### config.mk
export PLATFORM = sky130hd
export DESIGN_NAME = wdg_top
export DESIGN_NICKNAME = d
export VERILOG_FILES = /design/src/wdg_pkg.sv /design/src/wdg_core_if.sv /design/src/wdg_top.sv /design/src/wdg_down_cnt.sv /design/src/wdg_rst_pulse.sv
export SDC_FILE = /design/constraint.sdc
export NUM_CORES = 1
export LEC_CHECK = 0
export BUFFER_PORTS_ARGS = -buffer_cell sky130_fd_sc_hd__buf_4
export CAP_MARGIN = 5
export CORE_MARGIN = 10
export CORE_UTILIZATION = 56
export CTS_CLUSTER_DIAMETER = 100
export CTS_CLUSTER_SIZE = 14
export DETAILED_ROUTE_END_ITERATION = 16
export PLACE_DENSITY = 0.82
export SLEW_MARGIN = 20
export SYNTH_ARGS = -nofsm -noshare
export SYNTH_HDL_FRONTEND = slang
export SYNTH_SLANG_ARGS = --single-unit
### constraint.sdc
create_clock -name CLK_SYS_I -period 2.9 [get_ports CLK_SYS_I]
set_input_delay 0.58 -clock CLK_SYS_I [delete_from_list [all_inputs] [get_ports CLK_SYS_I]]
set_output_delay 0.58 -clock CLK_SYS_I [all_outputs]
set_load 0.02 [all_outputs]
### src/wdg_pkg.sv
// shared constants and types of the watchdog timer
package wdg_pkg;

	// ----------------------------------------------------------------
	// widths
	// ----------------------------------------------------------------
	localparam int CNT_W = 32;	// down counter width
	localparam int SEL_W = 4;	// timeout range select width
	localparam int LEN_W = 3;	// reset pulse length select width
	localparam int KEY_W = 8;	// restart key width
	localparam int PLS_W = 9;	// reset pulse cycle counter width

	// ----------------------------------------------------------------
	// values
	// ----------------------------------------------------------------
	localparam logic [KEY_W-1:0] KICK_KEY     = 8'h76;	// restart key
	localparam int               TMO_BASE_EXP = 16;	// timeout = 2^(base + sel)
	localparam logic [PLS_W-1:0] PLS_LEN_BASE = 9'h002;	// pulse = base << sel
	localparam logic [PLS_W-1:0] PLS_STEP     = 9'h001;	// pulse counter step
	localparam logic [PLS_W-1:0] PLS_RST      = 9'h000;	// pulse counter reset
	localparam logic [CNT_W-1:0] CNT_RST      = 32'h0000_0000;	// counter reset
	localparam logic [CNT_W-1:0] CNT_STEP     = 32'h0000_0001;	// counter step
	localparam logic [CNT_W-1:0] CNT_ONE      = 32'h0000_0001;	// shift seed

	// ----------------------------------------------------------------
	// control states
	// ----------------------------------------------------------------
	typedef enum logic [2:0]
	{
		ST_IDLE = 3'b001,
		ST_RUN  = 3'b010,
		ST_RST  = 3'b100
	} wdg_state_t;

endpackage : wdg_pkg

### src/wdg_core_if.sv
// signals between the watchdog control, its counter and its reset pulse
`timescale 1ns/10ps
interface wdg_core_if;
	logic                          load;	// load counter
	logic [wdg_pkg::CNT_W-1:0]     load_val;	// value to load
	logic                          run;	// decrement this cycle
	logic [wdg_pkg::CNT_W-1:0]     count;	// current count
	logic                          zero;	// count is zero
	logic                          pls_start;	// start reset pulse
	logic [wdg_pkg::LEN_W-1:0]     pls_sel;	// pulse length select
	logic                          pls_on;	// reset pulse active
	logic                          pls_last;	// last pulse cycle

	modport ctrl (output load, load_val, run, pls_start, pls_sel, input count, zero, pls_on, pls_last);
	modport cnt  (input load, load_val, run, output count, zero);
	modport pls  (input pls_start, pls_sel, output pls_on, pls_last);
endinterface : wdg_core_if

### src/wdg_top.sv
// watchdog timer: timeout control, interrupt and system reset request
`timescale 1ns/10ps
module wdg_top #(
	parameter int unsigned TMO_BASE_EXP = wdg_pkg::TMO_BASE_EXP	// timeout exponent base
) (
	input  wire logic                        CLK_SYS_I,	// bus clock, 100 MHz
	input  wire logic                        NRST_I,	// async reset, active low
	input  wire logic                        WDOG_ENABLE_BIT_I,	// watchdog enable
	input  wire logic                        RESPONSE_MODE_BIT_I,	// 0 reset, 1 interrupt first
	input  wire logic [wdg_pkg::SEL_W-1:0]   TIMEOUT_RANGE_INIT_I,	// first timeout select
	input  wire logic [wdg_pkg::SEL_W-1:0]   TIMEOUT_RANGE_I,	// later timeout select
	input  wire logic [wdg_pkg::LEN_W-1:0]   RESET_PULSE_LEN_FIELD_I,	// pulse length select
	input  wire logic                        RESTART_WR_I,	// restart register write strobe
	input  wire logic [wdg_pkg::KEY_W-1:0]   RESTART_DATA_I,	// restart write data, low byte
	input  wire logic                        IRQ_CLEAR_RD_I,	// clear-on-read register read strobe
	output logic                             SYS_RST_O,	// system reset request, active high
	output logic                             IRQ_O,	// watchdog interrupt, active high
	output logic                             RUNNING_O,	// counter is active
	output logic [wdg_pkg::CNT_W-1:0]        COUNT_O	// current counter value
);

	// ----------------------------------------------------------------
	// timeout decode
	// ----------------------------------------------------------------

	function automatic logic [wdg_pkg::CNT_W-1:0] tmo_value(input logic [wdg_pkg::SEL_W-1:0] sel);
		tmo_value = wdg_pkg::CNT_ONE << (TMO_BASE_EXP + sel);
	endfunction : tmo_value

	// ----------------------------------------------------------------
	// sub blocks
	// ----------------------------------------------------------------

	wdg_core_if core ();

	wdg_down_cnt u_cnt (
		.clk_i  (CLK_SYS_I),
		.nrst_i (NRST_I),
		.core   (core)
	);

	wdg_rst_pulse u_pulse (
		.clk_i  (CLK_SYS_I),
		.nrst_i (NRST_I),
		.core   (core)
	);

	// ----------------------------------------------------------------
	// restart decode and timeout events
	// ----------------------------------------------------------------

	wdg_pkg::wdg_state_t st;
	wdg_pkg::wdg_state_t next_st;
	logic                irq;
	logic                next_irq;
	logic                first_done;
	logic                next_first_done;
	logic                kick;
	logic                timeout;
	logic                to_reset;
	logic                to_irq;

	assign kick = RESTART_WR_I && (RESTART_DATA_I == wdg_pkg::KICK_KEY);

	// a coinciding restart masks the timeout
	assign timeout = (st == wdg_pkg::ST_RUN) && WDOG_ENABLE_BIT_I && core.zero && !kick;

	assign to_reset = timeout && (!RESPONSE_MODE_BIT_I || irq);
	assign to_irq   = timeout && RESPONSE_MODE_BIT_I && !irq;

	// ----------------------------------------------------------------
	// control state machine
	// ----------------------------------------------------------------

	logic                      ld;
	logic [wdg_pkg::CNT_W-1:0] ld_val;
	logic                      run;
	logic                      pls_start;

	// the timeout select is sampled when the enable arrives, so it must be in place first
	always_comb
	begin
		next_st         = st;
		next_first_done = first_done;
		ld              = 1'b0;
		// later loads use the regular field
		ld_val          = tmo_value(TIMEOUT_RANGE_I);
		run             = 1'b0;
		pls_start       = 1'b0;
		case (st)
			wdg_pkg::ST_IDLE:
			begin
				if (WDOG_ENABLE_BIT_I)
				begin
					ld              = 1'b1;
					next_first_done = 1'b1;
					next_st         = wdg_pkg::ST_RUN;
					if (!first_done)
						ld_val = tmo_value(TIMEOUT_RANGE_INIT_I);
				end
			end
			wdg_pkg::ST_RUN:
			begin
				if (!WDOG_ENABLE_BIT_I)
					next_st = wdg_pkg::ST_IDLE;
				else if (kick)
					ld = 1'b1;
				else if (to_reset)
				begin
					pls_start = 1'b1;
					next_st   = wdg_pkg::ST_RST;
				end
				// second window starts right after the interrupt
				else if (to_irq)
					ld = 1'b1;
				else
					run = 1'b1;
			end
			wdg_pkg::ST_RST:
			begin
				if (core.pls_last)
				begin
					ld      = WDOG_ENABLE_BIT_I;
					next_st = WDOG_ENABLE_BIT_I ? wdg_pkg::ST_RUN : wdg_pkg::ST_IDLE;
				end
			end
			default:
			begin
				next_st = wdg_pkg::ST_IDLE;
			end
		endcase
	end

	always_ff @(posedge CLK_SYS_I or negedge NRST_I)
	begin
		if (!NRST_I)
		begin
			st         <= wdg_pkg::ST_IDLE;
			first_done <= 1'b0;
		end
		else
		begin
			st         <= next_st;
			first_done <= next_first_done;
		end
	end

	assign core.load      = ld;
	assign core.load_val  = ld_val;
	assign core.run       = run;
	assign core.pls_start = pls_start;
	assign core.pls_sel   = RESET_PULSE_LEN_FIELD_I;

	// ----------------------------------------------------------------
	// interrupt flag
	// ----------------------------------------------------------------

	// set wins over clear so a timeout landing on a clear is never lost
	always_comb
	begin
		next_irq = irq;
		if (kick || IRQ_CLEAR_RD_I)
			next_irq = 1'b0;
		if (to_irq)
			next_irq = 1'b1;
	end

	always_ff @(posedge CLK_SYS_I or negedge NRST_I)
	begin
		if (!NRST_I)
			irq <= 1'b0;
		else
			irq <= next_irq;
	end

	// ----------------------------------------------------------------
	// outputs
	// ----------------------------------------------------------------

	assign SYS_RST_O = core.pls_on;
	assign IRQ_O     = irq;
	assign RUNNING_O = st[1];
	assign COUNT_O   = core.count;
endmodule : wdg_top

### src/wdg_down_cnt.sv
// 32-bit watchdog down counter
`timescale 1ns/10ps
module wdg_down_cnt (
	input  wire logic clk_i,	// bus clock
	input  wire logic nrst_i,	// async reset, active low
	wdg_core_if.cnt   core	// load and run controls
);

	logic [wdg_pkg::CNT_W-1:0] count;
	logic [wdg_pkg::CNT_W-1:0] next_count;

	// load wins over counting; the count rests at zero
	always_comb
	begin
		next_count = count;
		if (core.load)
			next_count = core.load_val;
		else if (core.run && (count != wdg_pkg::CNT_RST))
			next_count = count - wdg_pkg::CNT_STEP;
	end

	always_ff @(posedge clk_i or negedge nrst_i)
	begin
		if (!nrst_i)
			count <= wdg_pkg::CNT_RST;
		else
			count <= next_count;
	end

	assign core.count = count;
	assign core.zero  = (count == wdg_pkg::CNT_RST);
endmodule : wdg_down_cnt

### src/wdg_rst_pulse.sv
// system reset pulse generator with eight lengths
`timescale 1ns/10ps
module wdg_rst_pulse (
	input  wire logic clk_i,	// bus clock
	input  wire logic nrst_i,	// async reset, active low
	wdg_core_if.pls   core	// start request and pulse state
);

	function automatic logic [wdg_pkg::PLS_W-1:0] pulse_len(input logic [wdg_pkg::LEN_W-1:0] sel);
		pulse_len = wdg_pkg::PLS_LEN_BASE << sel;
	endfunction : pulse_len

	logic                      rst_on;
	logic                      next_rst_on;
	logic [wdg_pkg::PLS_W-1:0] remain;
	logic [wdg_pkg::PLS_W-1:0] next_remain;
	logic [wdg_pkg::LEN_W-1:0] len_sel;
	logic [wdg_pkg::LEN_W-1:0] next_len_sel;
	logic [wdg_pkg::PLS_W-1:0] hi_len;
	logic [wdg_pkg::PLS_W-1:0] next_hi_len;

	// length is latched at start, so later select changes cannot bend a running pulse
	always_comb
	begin
		next_rst_on = rst_on;
		next_remain = remain;
		next_len_sel = len_sel;
		if (!rst_on)
		begin
			if (core.pls_start)
			begin
				next_rst_on = 1'b1;
				next_remain = pulse_len(core.pls_sel) - wdg_pkg::PLS_STEP;
				next_len_sel = core.pls_sel;
			end
		end
		else if (remain == wdg_pkg::PLS_RST)
			next_rst_on = 1'b0;
		else
			next_remain = remain - wdg_pkg::PLS_STEP;
		next_hi_len = rst_on ? (hi_len + wdg_pkg::PLS_STEP) : wdg_pkg::PLS_RST;
	end

	always_ff @(posedge clk_i or negedge nrst_i)
	begin
		if (!nrst_i)
		begin
			rst_on <= 1'b0;
			remain <= wdg_pkg::PLS_RST;
			len_sel <= 3'h0;
			hi_len <= wdg_pkg::PLS_RST;
		end
		else
		begin
			rst_on <= next_rst_on;
			remain <= next_remain;
			len_sel <= next_len_sel;
			hi_len <= next_hi_len;
		end
	end

	assign core.pls_on   = rst_on;
	assign core.pls_last = rst_on && (remain == wdg_pkg::PLS_RST);
endmodule : wdg_rst_pulse

## After elaboration in Yosys (flattened, before gate mapping)

Index checks and enable logic that the tools add are counted.
W data, S select, Z words.

- Register bits after elaboration: 47
- Input port bits: 25
- Output and inout bits: 35

- $add $sub $neg: 5
- Equality and inequality tests: 9
- Shift-type cells: 3
- Mux-type cells: 36
- Reduce and logical (&&, ||, !) cells: 23

Operators by type and width:

| operator | number |
|---|---|
| $mux W32 | 5 |
| $shl A1 B6 Y32 const A | 2 |
| $logic_not A32 Y1 | 1 |
| $reduce_bool A32 Y1 | 1 |
| $sub A32 B1 Y32 const B | 1 |
| $mux W9 | 3 |
| $mux W1 | 20 |
| $sub A9 B1 Y9 const B | 2 |
| $mux W3 | 5 |
| $add A5 B4 Y6 const A | 2 |
| $logic_and A1 B1 Y1 | 9 |
| $logic_not A9 Y1 | 1 |
| $pmux W3 S3 | 1 |
| $shl A2 B3 Y9 const A | 1 |
| $eq A8 B7 Y1 const B | 1 |
| $ne A2 B2 Y1 const B | 3 |
| $ne A3 B3 Y1 const B | 2 |
| $reduce_bool A2 Y1 | 3 |
| $reduce_and A2 Y1 | 2 |
| $reduce_and A4 Y1 | 1 |
| $eq A3 B1 Y1 const B | 1 |
| $eq A3 B2 Y1 const B | 1 |
| $eq A3 B3 Y1 const B | 1 |
| $logic_not A1 Y1 | 3 |
| 3 further kinds | 4 |

## Logic depth before layout (Yosys ltp)

- Depth after elaboration: 14
- Depth in mapped cells: 11
- Gate-level depth less buffers: 9

## By module

From an unflattened synthesis, not the netlist that was laid out.

- Cell total of the unflattened synthesis: 396
- Area, all modules: 3415.8 um2

Modules (own cells, without submodules):

| module | instances | cells an instance | area each (um2) | seq. area each (um2) |
|---|---|---|---|---|
| wdg_down_cnt | 1 | 234 | 2067.0 | 800.8 |
| wdg_top | 1 | 95 | 733.2 | 126.4 |
| wdg_rst_pulse | 1 | 67 | 615.6 | 250.2 |

## Worst setup path after synthesis

OpenSTA, ideal clock, no wires.

- Path kind: register to register
- Start: register u_cnt.count (netlist bit u_cnt.core.count[0])
- End: register u_cnt.count (netlist bit u_cnt.core.count[27])
- Arrival: 2.387 ns
- Required time: 2.779 ns
- Slack: 0.392 ns
- Cell stages (with the launch flop): 11
- Path buffers: 2
- Period minus slack after synthesis: 2.508 ns
- Cell sequence: dfrtp_1 > inv_1 > ha_1 > nor3b_1 > nand4_1 > or4_1 > buf_2 > a22oi_4 > inv_4 > buf_6 > a22o_1

- Cells in the longest elaborated chain, start to end: 12

RTL lines:

| item | RTL line | source |
|---|---|---|
| start, declared | wdg_down_cnt.sv:9 | `logic [wdg_pkg::CNT_W-1:0] count;` |
| start signal, assigned | wdg_down_cnt.sv:25 | `count <= wdg_pkg::CNT_RST;` |
| start signal, assigned | wdg_down_cnt.sv:27 | `count <= next_count;` |
| $logic_not A32 Y1 | wdg_down_cnt.sv:31 | `assign core.zero = (count == wdg_pkg::CNT_RST);` |
| $logic_and A1 B1 Y1 (2 in a row) | wdg_top.sv:66 | `assign timeout = (st == wdg_pkg::ST_RUN) && WDOG_ENABLE_BIT_I && core.zero && !kick;` |
| $logic_and A1 B1 Y1 (2 in a row) | wdg_top.sv:69 | `assign to_irq = timeout && RESPONSE_MODE_BIT_I && !irq;` |
| $mux W1 | wdg_top.sv:114 | `else if (to_irq)` |
| $mux W1 | wdg_top.sv:108 | `else if (to_reset)` |
| $mux W1 | wdg_top.sv:106 | `else if (kick)` |
| $mux W1 | wdg_top.sv:104 | `if (!WDOG_ENABLE_BIT_I)` |
| $mux W1 | wdg_top.sv:90 | `case (st)` |
| $logic_and A1 B1 Y1 | wdg_down_cnt.sv:18 | `else if (core.run && (count != wdg_pkg::CNT_RST))` |
| $reduce_bool A2 Y1 (no source line) | -- |  |

Several ways; a longest one is shown, not always the timed one. The select of a mux whose other input is x is not followed.
A chain may end at the register's enable or synchronous reset.

## Worst setup path after layout

- Start: register u_cnt.count (netlist bit u_cnt.core.count[0])
- End: register u_cnt.count (netlist bit u_cnt.core.count[29])

Same word-level chain as after synthesis.

==> run metrics <==
result of the run finished clean; max-slew headroom at the worst pin 0.5558; DIE AREA just over 0.009 mm²; synth unique cells 65; # fillers about 460; core outline area 0.005507 mm²; total routing resource utilization after global routing 0.1977; power after layout between 3 and 4 mW; syn avg cell area roughly 9.0 µm²; count of endpoints failing setup in the final report 0; most used flip-flop cell after synthesis sky130_fd_sc_hd__dfrtp_1; flops & latches, synth 47; number of iterations in the first detailed-routing pass 5; Worst setup EP type register; remaining antenna violation count after routing 0; Chip Height about 95 µm; PD cells approximately 900 mW/mm²; input/output buffers between 50 and 60; HPWL after DPL roughly 6.8 mm; Lkg Pwr 1.664 nW; Rows 27; DRC violation count after routing 0; final worst hold slack 0.2792 ns; gr ovfl total 0; setup repair after global routing missed its margin false; area added between synthesis and finish 23.29%; Top Layer Used met4; total negative slack for setup checks 0 ns; worst path arrival time 2.86 ns; Final Instance Area roughly 0.004 mm²; worst supply voltage drop on vdd roughly 610 µV; worst-case setup slack after placement approximately 0.18 ns; CTS clk-pin slew, worst paths 0.09 ns; slack of the worst reg-to-reg path ~0.23 ns; final critical delay including setup and external delays around 2.7 ns; vias after detailed routing 3264; Synth Instances between 300 and 400; post-synthesis cell area roughly 0.0032 mm²; most used standard cell by instance count after synthesis sky130_fd_sc_hd__dfrtp_1; net count of the finished layout 451; setup slack after layout 0.2267 ns; flip-flop and latch area between 0.001 and 0.0015 mm²; endpoint of the most critical register-to-register path u_cnt.core.count[29]; required time of the critical path slightly above 3 ns; area taken by multi-input logic gates ~0.0019 mm²; per-cell via count in the routed design between 6 and 7; ranking of synthesized cells by instance count sky130_fd_sc_hd__dfrtp_1, sky130_fd_sc_hd__nor2_1, sky130_fd_sc_hd__nand2_1, sky130_fd_sc_hd__o22ai_1, sky130_fd_sc_hd__nand3_1; met1 wire length 3.812 mm; worst min path class in2async; DR WL met2 ~4.1 mm; maximum achievable frequency about 0.37 GHz; antenna violations before repair 0; Synth Warn # 0; Core Util, Final 0.7110; largest net degree at the start of global routing between 40 and 50; maxcap violations 0; CTS tree built; CTS HTree Levels 2; worst clock skew on the final layout 0.007672 ns; CTS Root Cell sky130_fd_sc_hd__clkbuf_8; starting density of the core 0.5767; kind of start point of the critical path register; Clock Latency Late Sink 0.31 ns; horizontal extent of the die around 95 µm; worst reg2reg path startpoint u_cnt.core.count[0]; layout cells sized above 1 0.2524; starting DRC count in detailed routing 243; Num CTS Buffers 5; Crit Path Class reg2reg; final hold violation count 0; placed instance count approximately 480; Worst Reg2Reg Path Length in Cells 9; Placement Cell Area roughly 0.0037 mm²; via count of the first global-routing pass ~3100; Max FO, Critical Path 7; Sink Count 47; Routed wire per std cell 18.19 µm; number of flops mapped to enable cells by yosys 0; part of the Yosys area used for sequential elements 0.3708; RD Place Congestion roughly 0.95; Clock Path Buffers 2; dominant cells by area after synthesis sky130_fd_sc_hd__dfrtp_1, sky130_fd_sc_hd__nor2_1, sky130_fd_sc_hd__o22ai_1; wire length of the first global-routing pass about 15 mm; Tcrit/Tclk final 0.9218; Worst-Margin Slew 0.6607 ns; number of non-filler instances in the completed layout 496; count of antenna diodes in the layout 0; top-area cell type share of the netlist area 0.3625; num ports 60; count of pins over their slew limit 0; total nets after synthesis around 380; cell taking the most area after synthesis sky130_fd_sc_hd__dfrtp_1; wire length reported by the detailed router ~9.0 mm; met3 routed wirelength ~960 µm; fraction of registers with async set or reset after synthesis 1.000
-- per-layer routing --
layer,vias to the layer above,track usage
li1,1522,-
met1,1564,0.2578
met2,162,0.3057
met3,16,0.06520
met4,0,0.05736
met5,-,0
-- flip-flops by register name, summed over array words and instances, names as in the netlist --
register             count
first_done               1
u_pulse.core.pls_on      1
st                       3
u_pulse.remain           9
IRQ_O                    1
u_cnt.core.count        32
-- how the worst max path moves through the flow --
stage / from / slack (ns) / endpoint / cells past startpoint
finish: u_cnt.core.count[0] / 0.23 / u_cnt.core.count[29] / 9
floorplan: u_cnt.core.count[0] / 0.39 / u_cnt.core.count[27] / 10
global route: u_cnt.core.count[0] / 0.01 / u_cnt.core.count[7] / 9
global placement: u_cnt.core.count[0] / 0.28 / u_cnt.core.count[18] / 8
detailed placement: RESTART_DATA_I[7] / 0.18 / u_cnt.core.count[4] / 8
CTS: u_cnt.core.count[0] / 0.19 / u_cnt.core.count[29] / 9
-- critical path, cell delays in order, from the launching register on --
cell,delay [ns]
sky130_fd_sc_hd__dfrtp_1,0.43
sky130_fd_sc_hd__inv_1,0.12
sky130_fd_sc_hd__ha_1,0.18
sky130_fd_sc_hd__nor3b_1,0.30
sky130_fd_sc_hd__nand4_1,0.24
sky130_fd_sc_hd__or4_4,0.61
sky130_fd_sc_hd__a22oi_4,0.26
sky130_fd_sc_hd__buf_4,0.19
sky130_fd_sc_hd__a21oi_1,0.05
sky130_fd_sc_hd__a2bb2oi_1,0.17
-- cells in the final DEF, fill, tap and decap left out, types with 6 or more instances in the layout --
master                     count
sky130_fd_sc_hd__nor4_1       13
sky130_fd_sc_hd__buf_4        74
sky130_fd_sc_hd__dfrtp_1      46
sky130_fd_sc_hd__nor2_1       33
sky130_fd_sc_hd__nand4_1      10
sky130_fd_sc_hd__nor3_1       13
sky130_fd_sc_hd__a22oi_1       8
sky130_fd_sc_hd__inv_1         6
sky130_fd_sc_hd__mux2_2        7
sky130_fd_sc_hd__nand2_1      23
sky130_fd_sc_hd__o22ai_1      16
sky130_fd_sc_hd__nand3_1      14
sky130_fd_sc_hd__o21ai_0      10
sky130_fd_sc_hd__a21oi_1       9
sky130_fd_sc_hd__nor2b_1       9
sky130_fd_sc_hd__mux2i_1       8
sky130_fd_sc_hd__nand2b_1      8
sky130_fd_sc_hd__o31ai_1       7
sky130_fd_sc_hd__o211ai_1      7
-- logic make-up after synthesis --
logic type / count (synthesis) / share of synthesized area
AO/OA/AOI/OAI: 94 / 0.2167
XOR/XNOR: 9 / 0.02482
adder cells (fa/ha/maj): 3 / 0.01182
buffers and inverters: 20 / 0.02797
flip-flops: 47 / 0.3708
multiplexers: 15 / 0.05004
AND/OR/NAND/NOR: 166 / 0.2979
-- power by group --
group / switching (mW) / leakage [nW] / internal [mW]
clock network: 0.230 / 0.0654 / 0.345
registers: 0.285 / 0.614 / 0.842
logic: 1.12 / 0.985 / 0.781
total: 1.64 / 1.66 / 1.97
-- final cells by class --
type / instances / share of cell area
repair buffers: 74 / 0.1419
multi-input cells: 287 / 0.4922
clock inverters: 2 / 0.01534
clock buffers: 6 / 0.01854
well taps: 72 / 0.02301
flip-flops and latches: 47 / 0.3007
inverters: 8 / 0.008309
-- repair_timing --
item / in CTS / in global routing
hold buffers: 0 / 0
setup buffers: 0 / 4
endpoints found under the setup margin: 0 / 20
resized for setup: 0 / 4
(Power assumes the default switching activity.)
